$ cat src/common/cco_pkg.sv
// Package for the counter compare output channel: times, cycle counts, modes and carriers.
// Assumes a single 200 MHz clock; every count here derives from that period.
// Behaviour
// - Output mode none: output is a plain output, compare flag stays cleared.
// - Comparator mode: output and flag set while count >= or <= comparison value.
// - Pulse mode: output asserted for the pulse duration when count reaches comparison.
// - With a main direction set, pulse triggers only when reached in that direction.
// - Pulse duration timing starts when the output is asserted.
// - Reaching the comparison value again during a pulse neither retriggers nor extends.
// - A duration changed mid-pulse applies from the next pulse only.
// - Duration zero: output held while the comparison holds, released when it fails.
// - Pulse duration spans 0 to 510 ms in 2 ms steps, default zero.
// - Gate-open interrupt on hardware gate rising edge while software gate is open.
// - Gate-close interrupt on hardware gate falling edge while software gate is open.
// - Comparator interrupt whenever the comparator triggers in the selected mode.
// - Overflow and underflow interrupts on passing upper or lower count limit.
// - Count and gate inputs have selectable max frequency 1 to 60 kHz, default 60.
// - Latch input has its own frequency selection, default 10 kHz, 40 us.
// - Running count is compared against the configured comparison value.
// - Hysteresis 0 to 255 counts damps toggling; zero and one disable it.

package cco_pkg;

  localparam int unsigned CLK_PERIOD_NS = 5;

  // Shortest accepted pulse per frequency choice and the 2 ms pulse unit, in nanoseconds.
  localparam int unsigned T_1K_NS  = 400000;
  localparam int unsigned T_2K_NS  = 200000;
  localparam int unsigned T_5K_NS  = 80000;
  localparam int unsigned T_10K_NS = 40000;
  localparam int unsigned T_30K_NS = 13000;
  localparam int unsigned T_60K_NS = 6700;
  localparam int unsigned T_UNIT_NS = 2000000;

  // Least times round up to whole cycles.
  localparam int unsigned CYC_1K  = (T_1K_NS + CLK_PERIOD_NS - 1) / CLK_PERIOD_NS;
  localparam int unsigned CYC_2K  = (T_2K_NS + CLK_PERIOD_NS - 1) / CLK_PERIOD_NS;
  localparam int unsigned CYC_5K  = (T_5K_NS + CLK_PERIOD_NS - 1) / CLK_PERIOD_NS;
  localparam int unsigned CYC_10K = (T_10K_NS + CLK_PERIOD_NS - 1) / CLK_PERIOD_NS;
  localparam int unsigned CYC_30K = (T_30K_NS + CLK_PERIOD_NS - 1) / CLK_PERIOD_NS;
  localparam int unsigned CYC_60K = (T_60K_NS + CLK_PERIOD_NS - 1) / CLK_PERIOD_NS;
  localparam int unsigned PULSE_UNIT_CYC = T_UNIT_NS / CLK_PERIOD_NS;

  localparam int unsigned FLT_W  = 17;
  localparam int unsigned DIV_W  = 19;
  localparam int unsigned N_FLT  = 4;

  // Frequency selection codes.
  localparam logic [2:0] FREQ_1K  = 3'h0;
  localparam logic [2:0] FREQ_2K  = 3'h1;
  localparam logic [2:0] FREQ_5K  = 3'h2;
  localparam logic [2:0] FREQ_10K = 3'h3;
  localparam logic [2:0] FREQ_30K = 3'h4;
  localparam logic [2:0] FREQ_60K = 3'h5;

  // Filter lane positions.
  localparam int unsigned LANE_A     = 0;
  localparam int unsigned LANE_B     = 1;
  localparam int unsigned LANE_GATE  = 2;
  localparam int unsigned LANE_LATCH = 3;

  localparam logic [7:0]  PULSE_DUR_RST = 8'h00;
  localparam logic [7:0]  HYST_RST      = 8'h00;
  localparam logic [31:0] CMP_RST       = 32'h0000_0000;

  typedef enum logic [1:0] {CCO_OUT_NONE, CCO_OUT_GE, CCO_OUT_LE, CCO_OUT_PULSE} cco_out_mode_t;
  typedef enum logic [1:0] {CCO_DIR_NONE, CCO_DIR_UP, CCO_DIR_DOWN} cco_main_dir_t;

  // Channel configuration as supplied by the controller.
  typedef struct packed {
    cco_out_mode_t      out_mode;
    cco_main_dir_t      main_dir;
    logic signed [31:0] cmp_value;
    logic [7:0]         hyst;
    logic [7:0]         pulse_dur;
    logic               irq_gate_open;
    logic               irq_gate_close;
    logic               irq_cmp;
    logic               irq_ovf;
    logic               irq_unf;
    logic [2:0]         freq_cnt;
    logic [2:0]         freq_latch;
  } cco_cfg_t;

  // Count state reported by the counter core.
  typedef struct packed {
    logic signed [31:0] value;
    logic               step;
    logic               up;
    logic               ovf;
    logic               unf;
  } cco_cnt_t;

  // Interrupt causes raised together with the interrupt pulse.
  typedef struct packed {
    logic gate_open;
    logic gate_close;
    logic cmp;
    logic ovf;
    logic unf;
  } cco_irq_t;

endpackage

$ cat src/hdl/cco_filter.sv
// Minimum pulse width filter for one input lane.
// Assumes the raw input is already synchronous to ref_clk.
`timescale 1ns/1ps

module cco_filter (
  input  wire logic                         ref_clk,
  input  wire logic                         rst_b,
  input  wire logic                         raw,
  input  wire logic [cco_pkg::FLT_W-1:0]    min_cyc,
  output logic                              filt
);

  logic [cco_pkg::FLT_W-1:0] run;

  wire differs = raw != filt;
  wire reached = run >= min_cyc - cco_pkg::FLT_W'(1);

  // A new level passes only after it has stood min_cyc cycles; shorter pulses vanish.
  always_ff @(posedge ref_clk or negedge rst_b) begin
    if (!rst_b) begin
      run  <= '0;
      filt <= 1'b0;
    end else if (!differs) begin
      run <= '0;
    end else if (reached) begin
      filt <= raw;
      run  <= '0;
    end else begin
      run <= run + cco_pkg::FLT_W'(1);
    end
  end
endmodule

$ cat src/hdl/cco_top.sv
// Compare output, interrupt events and input filters of one counter channel.
// Assumes the counter core supplies its value, step and limit events on ref_clk.
`timescale 1ns/1ps

module cco_top #(
  parameter int unsigned FLT_CYC_1K     = cco_pkg::CYC_1K,
  parameter int unsigned FLT_CYC_2K     = cco_pkg::CYC_2K,
  parameter int unsigned FLT_CYC_5K     = cco_pkg::CYC_5K,
  parameter int unsigned FLT_CYC_10K    = cco_pkg::CYC_10K,
  parameter int unsigned PULSE_UNIT_CYC = cco_pkg::PULSE_UNIT_CYC
) (
  input  wire logic              ref_clk,
  input  wire logic              rst_b,
  input  wire cco_pkg::cco_cfg_t cfg,
  input  wire cco_pkg::cco_cnt_t cnt,
  input  wire logic              software_gate_bit,
  input  wire logic              normal_out,
  input  wire logic              track_a_raw,
  input  wire logic              track_b_raw,
  input  wire logic              hardware_gate_input,
  input  wire logic              latch_raw,
  output logic                   track_a,
  output logic                   track_b,
  output logic                   gate_filt,
  output logic                   latch_filt,
  output logic                   channel_out,
  output logic                   compare_hit_flag,
  output logic                   hw_irq,
  output cco_pkg::cco_irq_t      irq_cause
);

  // Maps a frequency code to its minimum pulse width; unknown codes take the fastest.
  function automatic logic [cco_pkg::FLT_W-1:0] sel_cyc(input logic [2:0] code);
    unique case (code)
      cco_pkg::FREQ_1K:  sel_cyc = cco_pkg::FLT_W'(FLT_CYC_1K);
      cco_pkg::FREQ_2K:  sel_cyc = cco_pkg::FLT_W'(FLT_CYC_2K);
      cco_pkg::FREQ_5K:  sel_cyc = cco_pkg::FLT_W'(FLT_CYC_5K);
      cco_pkg::FREQ_10K: sel_cyc = cco_pkg::FLT_W'(FLT_CYC_10K);
      cco_pkg::FREQ_30K: sel_cyc = cco_pkg::FLT_W'(cco_pkg::CYC_30K);
      default:           sel_cyc = cco_pkg::FLT_W'(cco_pkg::CYC_60K);
    endcase
  endfunction

  // Input filters: count and gate lanes share one setting, latch has its own.
  wire [cco_pkg::FLT_W-1:0] cnt_min   = sel_cyc(cfg.freq_cnt);
  wire [cco_pkg::FLT_W-1:0] latch_min = sel_cyc(cfg.freq_latch);
  wire [cco_pkg::N_FLT-1:0] raw_in = {latch_raw, hardware_gate_input, track_b_raw, track_a_raw};
  wire [cco_pkg::N_FLT-1:0] flt_out;

  for (genvar i = 0; i < cco_pkg::N_FLT; i++) begin : g_flt
    cco_filter u_flt (
      .ref_clk (ref_clk),
      .rst_b   (rst_b),
      .raw     (raw_in[i]),
      .min_cyc ((i == cco_pkg::LANE_LATCH) ? latch_min : cnt_min),
      .filt    (flt_out[i])
    );
  end

  assign track_a    = flt_out[cco_pkg::LANE_A];
  assign track_b    = flt_out[cco_pkg::LANE_B];
  assign gate_filt  = flt_out[cco_pkg::LANE_GATE];
  assign latch_filt = flt_out[cco_pkg::LANE_LATCH];

  // Comparator state and pulse timer.
  logic                         cmp_on;
  logic                         pulse_on;
  logic                         zero_hold;
  logic [7:0]                   units_left;
  logic [cco_pkg::DIV_W-1:0]    div;
  logic                         gate_d;

  // Hysteresis of zero or one means none at all.
  wire signed [33:0] hyst_eff = (cfg.hyst > 8'h01) ? 34'(cfg.hyst) : 34'sh0;
  wire signed [33:0] val_w    = 34'(cnt.value);
  wire signed [33:0] cmp_w    = 34'(cfg.cmp_value);

  wire is_ge    = cfg.out_mode == cco_pkg::CCO_OUT_GE;
  wire is_le    = cfg.out_mode == cco_pkg::CCO_OUT_LE;
  wire is_pulse = cfg.out_mode == cco_pkg::CCO_OUT_PULSE;
  wire is_none  = cfg.out_mode == cco_pkg::CCO_OUT_NONE;

  // Level comparator with release held off by the hysteresis band.
  wire ge_set = val_w >= cmp_w;
  wire ge_clr = val_w < cmp_w - hyst_eff;
  wire le_set = val_w <= cmp_w;
  wire le_clr = val_w > cmp_w + hyst_eff;
  wire next_cmp_on = is_ge ? (cmp_on ? !ge_clr : ge_set) :
                     is_le ? (cmp_on ? !le_clr : le_set) : 1'b0;

  // A reach is a count step landing on the comparison value from an allowed direction.
  wire on_value = cnt.value == cfg.cmp_value;
  wire dir_ok   = (cfg.main_dir == cco_pkg::CCO_DIR_NONE) ||
                  ((cfg.main_dir == cco_pkg::CCO_DIR_UP) && cnt.up) ||
                  ((cfg.main_dir == cco_pkg::CCO_DIR_DOWN) && !cnt.up);
  wire reach_evt = is_pulse && cnt.step && on_value && dir_ok;

  wire dur_zero    = cfg.pulse_dur == cco_pkg::PULSE_DUR_RST;
  wire pulse_start = reach_evt && !pulse_on && !dur_zero;
  wire unit_last   = div == cco_pkg::DIV_W'(PULSE_UNIT_CYC - 1);
  wire pulse_end   = pulse_on && unit_last && (units_left == 8'h01);
  wire next_pulse_on = pulse_start || (pulse_on && !pulse_end && is_pulse);

  // Zero duration follows the condition from the qualified reach until it fails.
  wire next_zero = is_pulse && on_value && (zero_hold || (reach_evt && dur_zero));

  wire next_level = is_none ? 1'b0 : (next_cmp_on || next_pulse_on || next_zero);
  wire level_now  = cmp_on || pulse_on || zero_hold;
  wire next_out   = is_none ? normal_out : next_level;

  // Event decode for the interrupt pulse.
  wire gate_rise = gate_filt && !gate_d;
  wire gate_fall = !gate_filt && gate_d;
  cco_pkg::cco_irq_t next_cause;
  assign next_cause.gate_open  = cfg.irq_gate_open && gate_rise && software_gate_bit;
  assign next_cause.gate_close = cfg.irq_gate_close && gate_fall && software_gate_bit;
  assign next_cause.cmp        = cfg.irq_cmp && next_level && !level_now;
  assign next_cause.ovf        = cfg.irq_ovf && cnt.ovf;
  assign next_cause.unf        = cfg.irq_unf && cnt.unf;

  // Comparator and hold state.
  always_ff @(posedge ref_clk or negedge rst_b) begin
    if (!rst_b) begin
      cmp_on    <= 1'b0;
      zero_hold <= 1'b0;
      gate_d    <= 1'b0;
    end else begin
      cmp_on    <= next_cmp_on;
      zero_hold <= next_zero;
      gate_d    <= gate_filt;
    end
  end

  // Pulse timer: the 2 ms divider restarts with the output so no partial unit is lost.
  always_ff @(posedge ref_clk or negedge rst_b) begin
    if (!rst_b) begin
      pulse_on   <= 1'b0;
      units_left <= cco_pkg::PULSE_DUR_RST;
      div        <= '0;
    end else begin
      pulse_on <= next_pulse_on;
      if (pulse_start) begin
        units_left <= cfg.pulse_dur;
        div        <= '0;
      end else if (pulse_on) begin
        div <= unit_last ? '0 : div + cco_pkg::DIV_W'(1);
        if (unit_last) begin
          units_left <= units_left - 8'h01;
        end
      end
    end
  end

  // Registered outputs.
  always_ff @(posedge ref_clk or negedge rst_b) begin
    if (!rst_b) begin
      channel_out      <= 1'b0;
      compare_hit_flag <= 1'b0;
      hw_irq           <= 1'b0;
      irq_cause        <= '0;
    end else begin
      channel_out      <= next_out;
      compare_hit_flag <= next_level;
      hw_irq           <= |next_cause;
      irq_cause        <= next_cause;
    end
  end
endmodule

$ cat config.mk
export PLATFORM = sky130hd
export DESIGN_NAME = cco_top
export DESIGN_NICKNAME = d
export VERILOG_FILES = /design/src/common/cco_pkg.sv /design/src/hdl/cco_filter.sv /design/src/hdl/cco_top.sv
export SDC_FILE = /design/constraint.sdc
export NUM_CORES = 1
export LEC_CHECK = 0
export ABC_AREA = 1
export BUFFER_PORTS_ARGS = -buffer_cell sky130_fd_sc_hd__buf_4
export CAP_MARGIN = 0
export CORE_MARGIN = 2
export CORE_UTILIZATION = 50
export DETAILED_ROUTE_END_ITERATION = 8
export MAX_ROUTING_LAYER = met4
export PLACE_DENSITY = 0.74
export SETUP_SLACK_MARGIN = 0.1
export SYNTH_ARGS = -nofsm -noshare
export SYNTH_HDL_FRONTEND = slang
export SYNTH_SLANG_ARGS = --single-unit
$ cat constraint.sdc
create_clock -name ref_clk -period 2.19 [get_ports ref_clk]
set_input_delay 0.3285 -clock ref_clk [delete_from_list [all_inputs] [get_ports ref_clk]]
set_output_delay 0.3285 -clock ref_clk [all_outputs]
set_load 0.005 [all_outputs]
; ---- After elaboration in Yosys (flattened, before gate mapping)
; Cells that the tools add are included.
; W data, S select, Z words.
[classes]
n_eq_ne = 20
mux = 23
reduce_logical = 54
n_addsub = 10
order_cmp = 9
[ops]
columns = operator, n
row1 = $pmux W17 S5, 2
row2 = $mux W17, 8
row3 = $add A17 B1 Y17 const B, 4
row4 = $ge A17 B17 Y1, 4
row5 = $mux W19, 3
row6 = $sub A17 B1 Y17 const B, 2
row7 = $add A32 B9 Y33, 1
row8 = $gt A32 B33 Y1, 1
row9 = $lt A32 B33 Y1, 1
row10 = $sub A32 B9 Y33, 1
row11 = $eq A32 B32 Y1, 1
row12 = $ge A32 B32 Y1, 1
row13 = $le A32 B32 Y1, 1
row14 = $mux W8, 4
row15 = $logic_and A1 B1 Y1, 24
row16 = $add A19 B1 Y19 const B, 1
row17 = $eq A19 B19 Y1 const B, 1
row18 = $eq A3 B2 Y1 const B, 4
row19 = $reduce_and A2 Y1, 5
row20 = $logic_not A1 Y1, 9
row21 = $eq A8 B1 Y1 const B, 1
row22 = $gt A8 B1 Y1 const B, 1
row23 = $logic_not A8 Y1, 1
row24 = $logic_or A1 B1 Y1, 8
row25 = 11 further kinds, 27
[totals]
register_bits = 111
output_inout_bits = 12
word_cells = 138
in_bits = 107

; ---- Longest topological paths before layout
[logic_depth]
depth_word = 14
depth_mapped = 34
ltp_nobuf = 34

; ---- Cells and area by module
; From an unflattened synthesis, not the netlist that was laid out.
[unflattened]
cells_unflattened = 1961
area_unflattened_um2 = 13867.0
[modules_own_cells]
columns = module, seq_area_each_um2, instances, cells_per_inst, area_each_um2
row1 = cco_top, 975.9, 1, 996, 6625.1
row2 = cco_filter (g_flt[0].u_flt ...), 450.4, 3, 238, 1820.5
row3 = cco_filter (g_flt[2].u_flt), 450.4, 1, 251, 1780.5

; ---- Worst setup path after synthesis
; Ideal clock, no wire load.
[synth_timing]
kind = input port to flip-flop
startpoint = in cfg[20] (netlist name)
endpoint = reg hw_irq
required_ns = 2.065
setup_time_ns = 0.125
arrival_ns = 3.721
cell_stages = 34
n_path_buf = 0
slack_ns = -1.656
path_cell_list = inv_1 nand3_1 o21a_1 ha_1 inv_1 fa_1 nor2_1 nand2_1 nand2_1 a21oi_1 inv_1 nand2_1 nand2_1 nand2_1 nor2_1 nand3_1 nor3_2 nand2_1 xor2_1 ha_1 nand2_1 inv_1 nand2_1 nand2_1 a21oi_1 nand2_1 nor2_1 nand2_1 nand2_1 nand3_1 nand3_1 nand3_1 nand3_1 nand2_1
[synth_between]
elab_chain_cells = 14
elab_cells_between_ends = 18
cone_classes = 2 x add/sub / 3 x order compare / 6 x mux / 7 x reduce/logical
[synth_lines]
columns = item, line
row1 = "start, declared", cco_top.sv:14  ; input wire cco_pkg::cco_cfg_t cfg,
row2 = $gt A8 B1 Y1, cco_top.sv:74  ; wire signed [33:0] hyst_eff = (cfg.hyst > 8'h01) ? 34'(cfg.hyst) : 34'sh0;
row3 = $mux W8 *, cco_top.sv:74
row4 = $add A32 B9 Y33, cco_top.sv:87  ; wire le_clr = val_w > cmp_w + hyst_eff;
row5 = $gt A32 B33 Y1, cco_top.sv:87
row6 = $logic_not A1 Y1, cco_top.sv:89  ; is_le ? (cmp_on ? !le_clr : le_set) : 1'b0;
row7 = $mux W1 (2 in series), cco_top.sv:89
row8 = $mux W1 *, cco_top.sv:88  ; wire next_cmp_on = is_ge ? (cmp_on ? !ge_clr : ge_set) :
row9 = $logic_or A1 B1 Y1 * (2 in series), cco_top.sv:107  ; wire next_level = is_none ? 1'b0 : (next_cmp_on || next_pulse_on || next_zero);
row10 = $mux W1 *, cco_top.sv:107
row11 = $logic_and A1 B1 Y1 * (2 in series), cco_top.sv:117  ; assign next_cause.cmp = cfg.irq_cmp && next_level && !level_now;
row12 = $reduce_or A5 Y1 *, cco_top.sv:164  ; hw_irq <= |next_cause;
row13 = "end signal, assigned", cco_top.sv:164
row14 = "end, declared", cco_top.sv:28  ; output logic hw_irq,
; Mark *: on every way between the ends. The rest lies on a longest branch, timed or not.
; A chain may end at the register's enable or synchronous reset.

; ---- Worst setup path in the final report
[layout_timing]
startpoint = in cfg[24] (netlist name)
endpoint = reg hw_irq
; Same word-level chain as after synthesis.

==> impl_metrics.env <==
export IMPL_switching_share_pct=35.8
export IMPL_period_share_pct=169
export IMPL_path_class="primary input to flop"
export IMPL_htreeDepth=3
export IMPL_cts_buffers=9
export IMPL_design_area_um2=16900
export IMPL_pwr_share_seq_pct=33.8
export IMPL_yosysSeqAreaShare_pct=24.4
export IMPL_synth_edff_count=0
export IMPL_worst_pin_slew_ns=0.720
export IMPL_die_x_um=155
export IMPL_antenna_found_initial=0
export IMPL_n_antenna_cell=0
export IMPL_comb_power_share_pct=40.7
export IMPL_start_kind="primary input"
export IMPL_numPortBuffers=118
export IMPL_cp_max_fo=3
export IMPL_grt_ovfl_total=0
export IMPL_maxSlewHeadroom_pct=51.8
export IMPL_reg2reg_from="g_flt[1].u_flt.run[4]"
export IMPL_placed_cell_area_um2=14800
export IMPL_setup_viol=46
export IMPL_place_gp_congestion=0.965
export IMPL_fin_crit_ns=3.70
export IMPL_finalSetupTns_ns=-10.63
export IMPL_ir_drop_v=0.000329
export IMPL_vias=12706
export IMPL_routed_wl_um=38000
export IMPL_first_pass_iters=7
export IMPL_r2r_end="g_flt[1].u_flt.run[1]"
export IMPL_maxCapViolations=0
export IMPL_grt_pass1_vias=11957
export IMPL_startpoint="cfg[24]"
export IMPL_hp_class="primary input to flop"
export IMPL_status="finished with violations"
export IMPL_grt_use_total_pct=29.6
export IMPL_slowest_stage="fa_2"
export IMPL_clk_pin_slew_ns=0.08
export IMPL_switching_power_mw=2.47
export IMPL_fin_nets=2336
export IMPL_hp_start="cnt[1]"
export IMPL_p_total_mw=6.90
export IMPL_reg2reg_slack_ns=-0.05
export IMPL_cpMostUsedCell="nand2_1"
export IMPL_worstPathRequired_ns=2.43
export IMPL_wire_per_inst_um=16.2
export IMPL_cts_root_buf="clkbuf_16"
export IMPL_start_util_pct=50.5
export IMPL_clk_insertion_delay_late_ns=0.37
export IMPL_core_um2=22500
export IMPL_grt_max_degree=40
export IMPL_drive_gt1_share_pct=35.4
export IMPL_place_ws_ns=-2.10
export IMPL_hold_viol_final=0
export IMPL_vias_per_cell=5.43
export IMPL_ant_nets=0
export IMPL_die_area_um2=23900
export IMPL_syn_cell_area_um2=11400
export IMPL_rsz0062_at_grt="yes"
export IMPL_instances_no_fill=2341
export IMPL_endpoint="hw_irq"
export IMPL_synth_cells=1597
export IMPL_dp_cells=2258
export IMPL_power_share_clock_pct=25.5
export IMPL_r2r_cells=9
export IMPL_synth_cell_types=52
export IMPL_setup_ws_ns=-1.51
export IMPL_rows=55
export IMPL_powerDensity_nw_per_um2=408
export IMPL_grt_pass1_wl_um=56500
export IMPL_violations="setup timing"
export IMPL_drc_errors=0
export IMPL_synth_top_flop_cell="dfrtp_1"
export IMPL_cts_sinks=111
export IMPL_finalClockSkew_ns=0.0135
export IMPL_area_growth_pct=48.8
export IMPL_ys_seq_elements=111
export IMPL_p_leak_nw=8.47
export IMPL_cts_buffer_depth=2
export IMPL_die_h_um=155
export IMPL_dr_first_iter_drc_count=914
export IMPL_p_int_mw=4.43
export IMPL_hpwl_um=26700
export IMPL_drv_slew=0
export IMPL_io_pins=119
export IMPL_critical_path_max_stage_delay_ns=0.33
export IMPL_synthArstFlopShare_pct=100
export IMPL_fmax_ghz=0.270
export IMPL_yosysWarnings=0
export IMPL_cts_tree="built"
export IMPL_syn_avg_cell_area_um2=7.11
export IMPL_end_kind="flop"
export IMPL_crit_arrival_ns=3.94
## layout by cell type (no fill, tap or decap), drive strengths merged, types with 6 or more instances in the layout
master	count
nor3	67
nand2	323
xor2	87
a21oi	97
nor3b	9
inv	218
clkbuf	9
nand4	59
a21o	6
dfrtp	111
o21ai	46
nor2	211
nand3	86
buf	457
conb	8
nor4	16
ha	176
xnor2	18
o21bai	7
## power by group through the flow
| stage | Clock (mW) | Combinational, mW | Sequential, mW |
|---|---|---|---|
| CTS | 1.78 | 2.46 | 2.32 |
| global placement | 0 | 2.22 | 2.36 |
| floorplan | 0 | 1.24 | 2.34 |
| global route | 1.86 | 3.07 | 2.35 |
| detailed placement | 0 | 2.28 | 2.36 |
| finish | 1.76 | 2.81 | 2.33 |
## stage by stage
stage / hold WS (ns) / util (%)
global placement: 0.344 / 65.8
global route: 0.181 / 75.1
finish: 0.166 / 75.1
CTS: 0.160 / 70.5
detailed placement: 0.352 / 65.8
floorplan: 0.0329 / -
## flip-flops by register name, summed over array words and instances (netlist names)
signal / flops
compare_hit_flag: 1
irq_cause: 5
gate_d: 1
div: 19
g_flt.u_flt.run: 68
g_flt.u_flt.filt: 4
channel_out: 1
pulse_on: 1
zero_hold: 1
hw_irq: 1
units_left: 8
cmp_on: 1
## synthesized netlist by cell type (7+ instances only)
| master | n | share of area (%) |
|---|---|---|
| dfrtp_1 | 111 | 24 |
| clkbuf_1 | 20 | 0.66 |
| xor2_1 | 87 | 6.7 |
| nand2_1 | 316 | 10 |
| ha_1 | 176 | 19 |
| nor3_1 | 61 | 2.7 |
| nand2_2 | 7 | 0.39 |
| nor4_1 | 16 | 0.88 |
| o21ai_0 | 43 | 1.9 |
| xnor2_1 | 18 | 1.4 |
| inv_1 | 214 | 7.1 |
| nand3_1 | 84 | 3.7 |
| a21oi_1 | 96 | 4.2 |
| nand4_1 | 59 | 3.2 |
| nor2_1 | 207 | 6.8 |
## logic make-up after synthesis
family / share of synthesized area (%)
xor+xnor: 8.09
fa+ha+maj: 19.7
flops: 24.4
buf+inv: 8.34
compound gates: 8.83
mux: 0.0991
other cells: 0.0661
simple gates: 30.4
## worst max-delay path, delay by kind of cell
family	cells	cell delay [ns]
AND/OR/NAND/NOR	23	1.96
adder cells (fa/ha/maj)	3	0.86
buffers and inverters	5	0.26
XOR/XNOR	1	0.16
AO/OA/AOI/OAI	3	0.35
## routing by layer
layer	part of all wire, %	track usage [%]
met3	4.7	4.01
met1	42	36.9
met5	0	-
met4	2.9	7.98
met2	50	50.8
## cell type report
| class | count | area (um2) |
|---|---|---|
| tap | 285 | 357 |
| fill | 1615 | 5600 |
| timing repair inverter | 1 | 5.00 |
| clock buffer | 9 | 225 |
| inverter | 216 | 840 |
| multi-input combinational | 1254 | 8900 |
| clock inverter | 7 | 87.6 |
| sequential | 111 | 2780 |
| timing repair buffer | 458 | 3710 |
## what timing repair did
item / 4_1_cts / 5_1_grt
resized for setup: 126 / 176
setup endpoints to repair: 75 / 99
hold buffers: 1 / 0
pin swaps: 65 / 88
cloned: 5 / 2
endpoints found under the hold margin: 37 / 0
buffers inserted: 23 / 37
## worst min-delay path by stage
stage | end | slack (ns) | depth (start not counted)
floorplan | channel_out | 0.03 | 0
global placement | g_flt[0].u_flt.filt | 0.34 | 1
detailed placement | g_flt[0].u_flt.filt | 0.35 | 1
CTS | irq_cause[1] | 0.16 | 3
global route | irq_cause[1] | 0.18 | 3
finish | irq_cause[1] | 0.17 | 3
(Power assumes the default switching activity.)
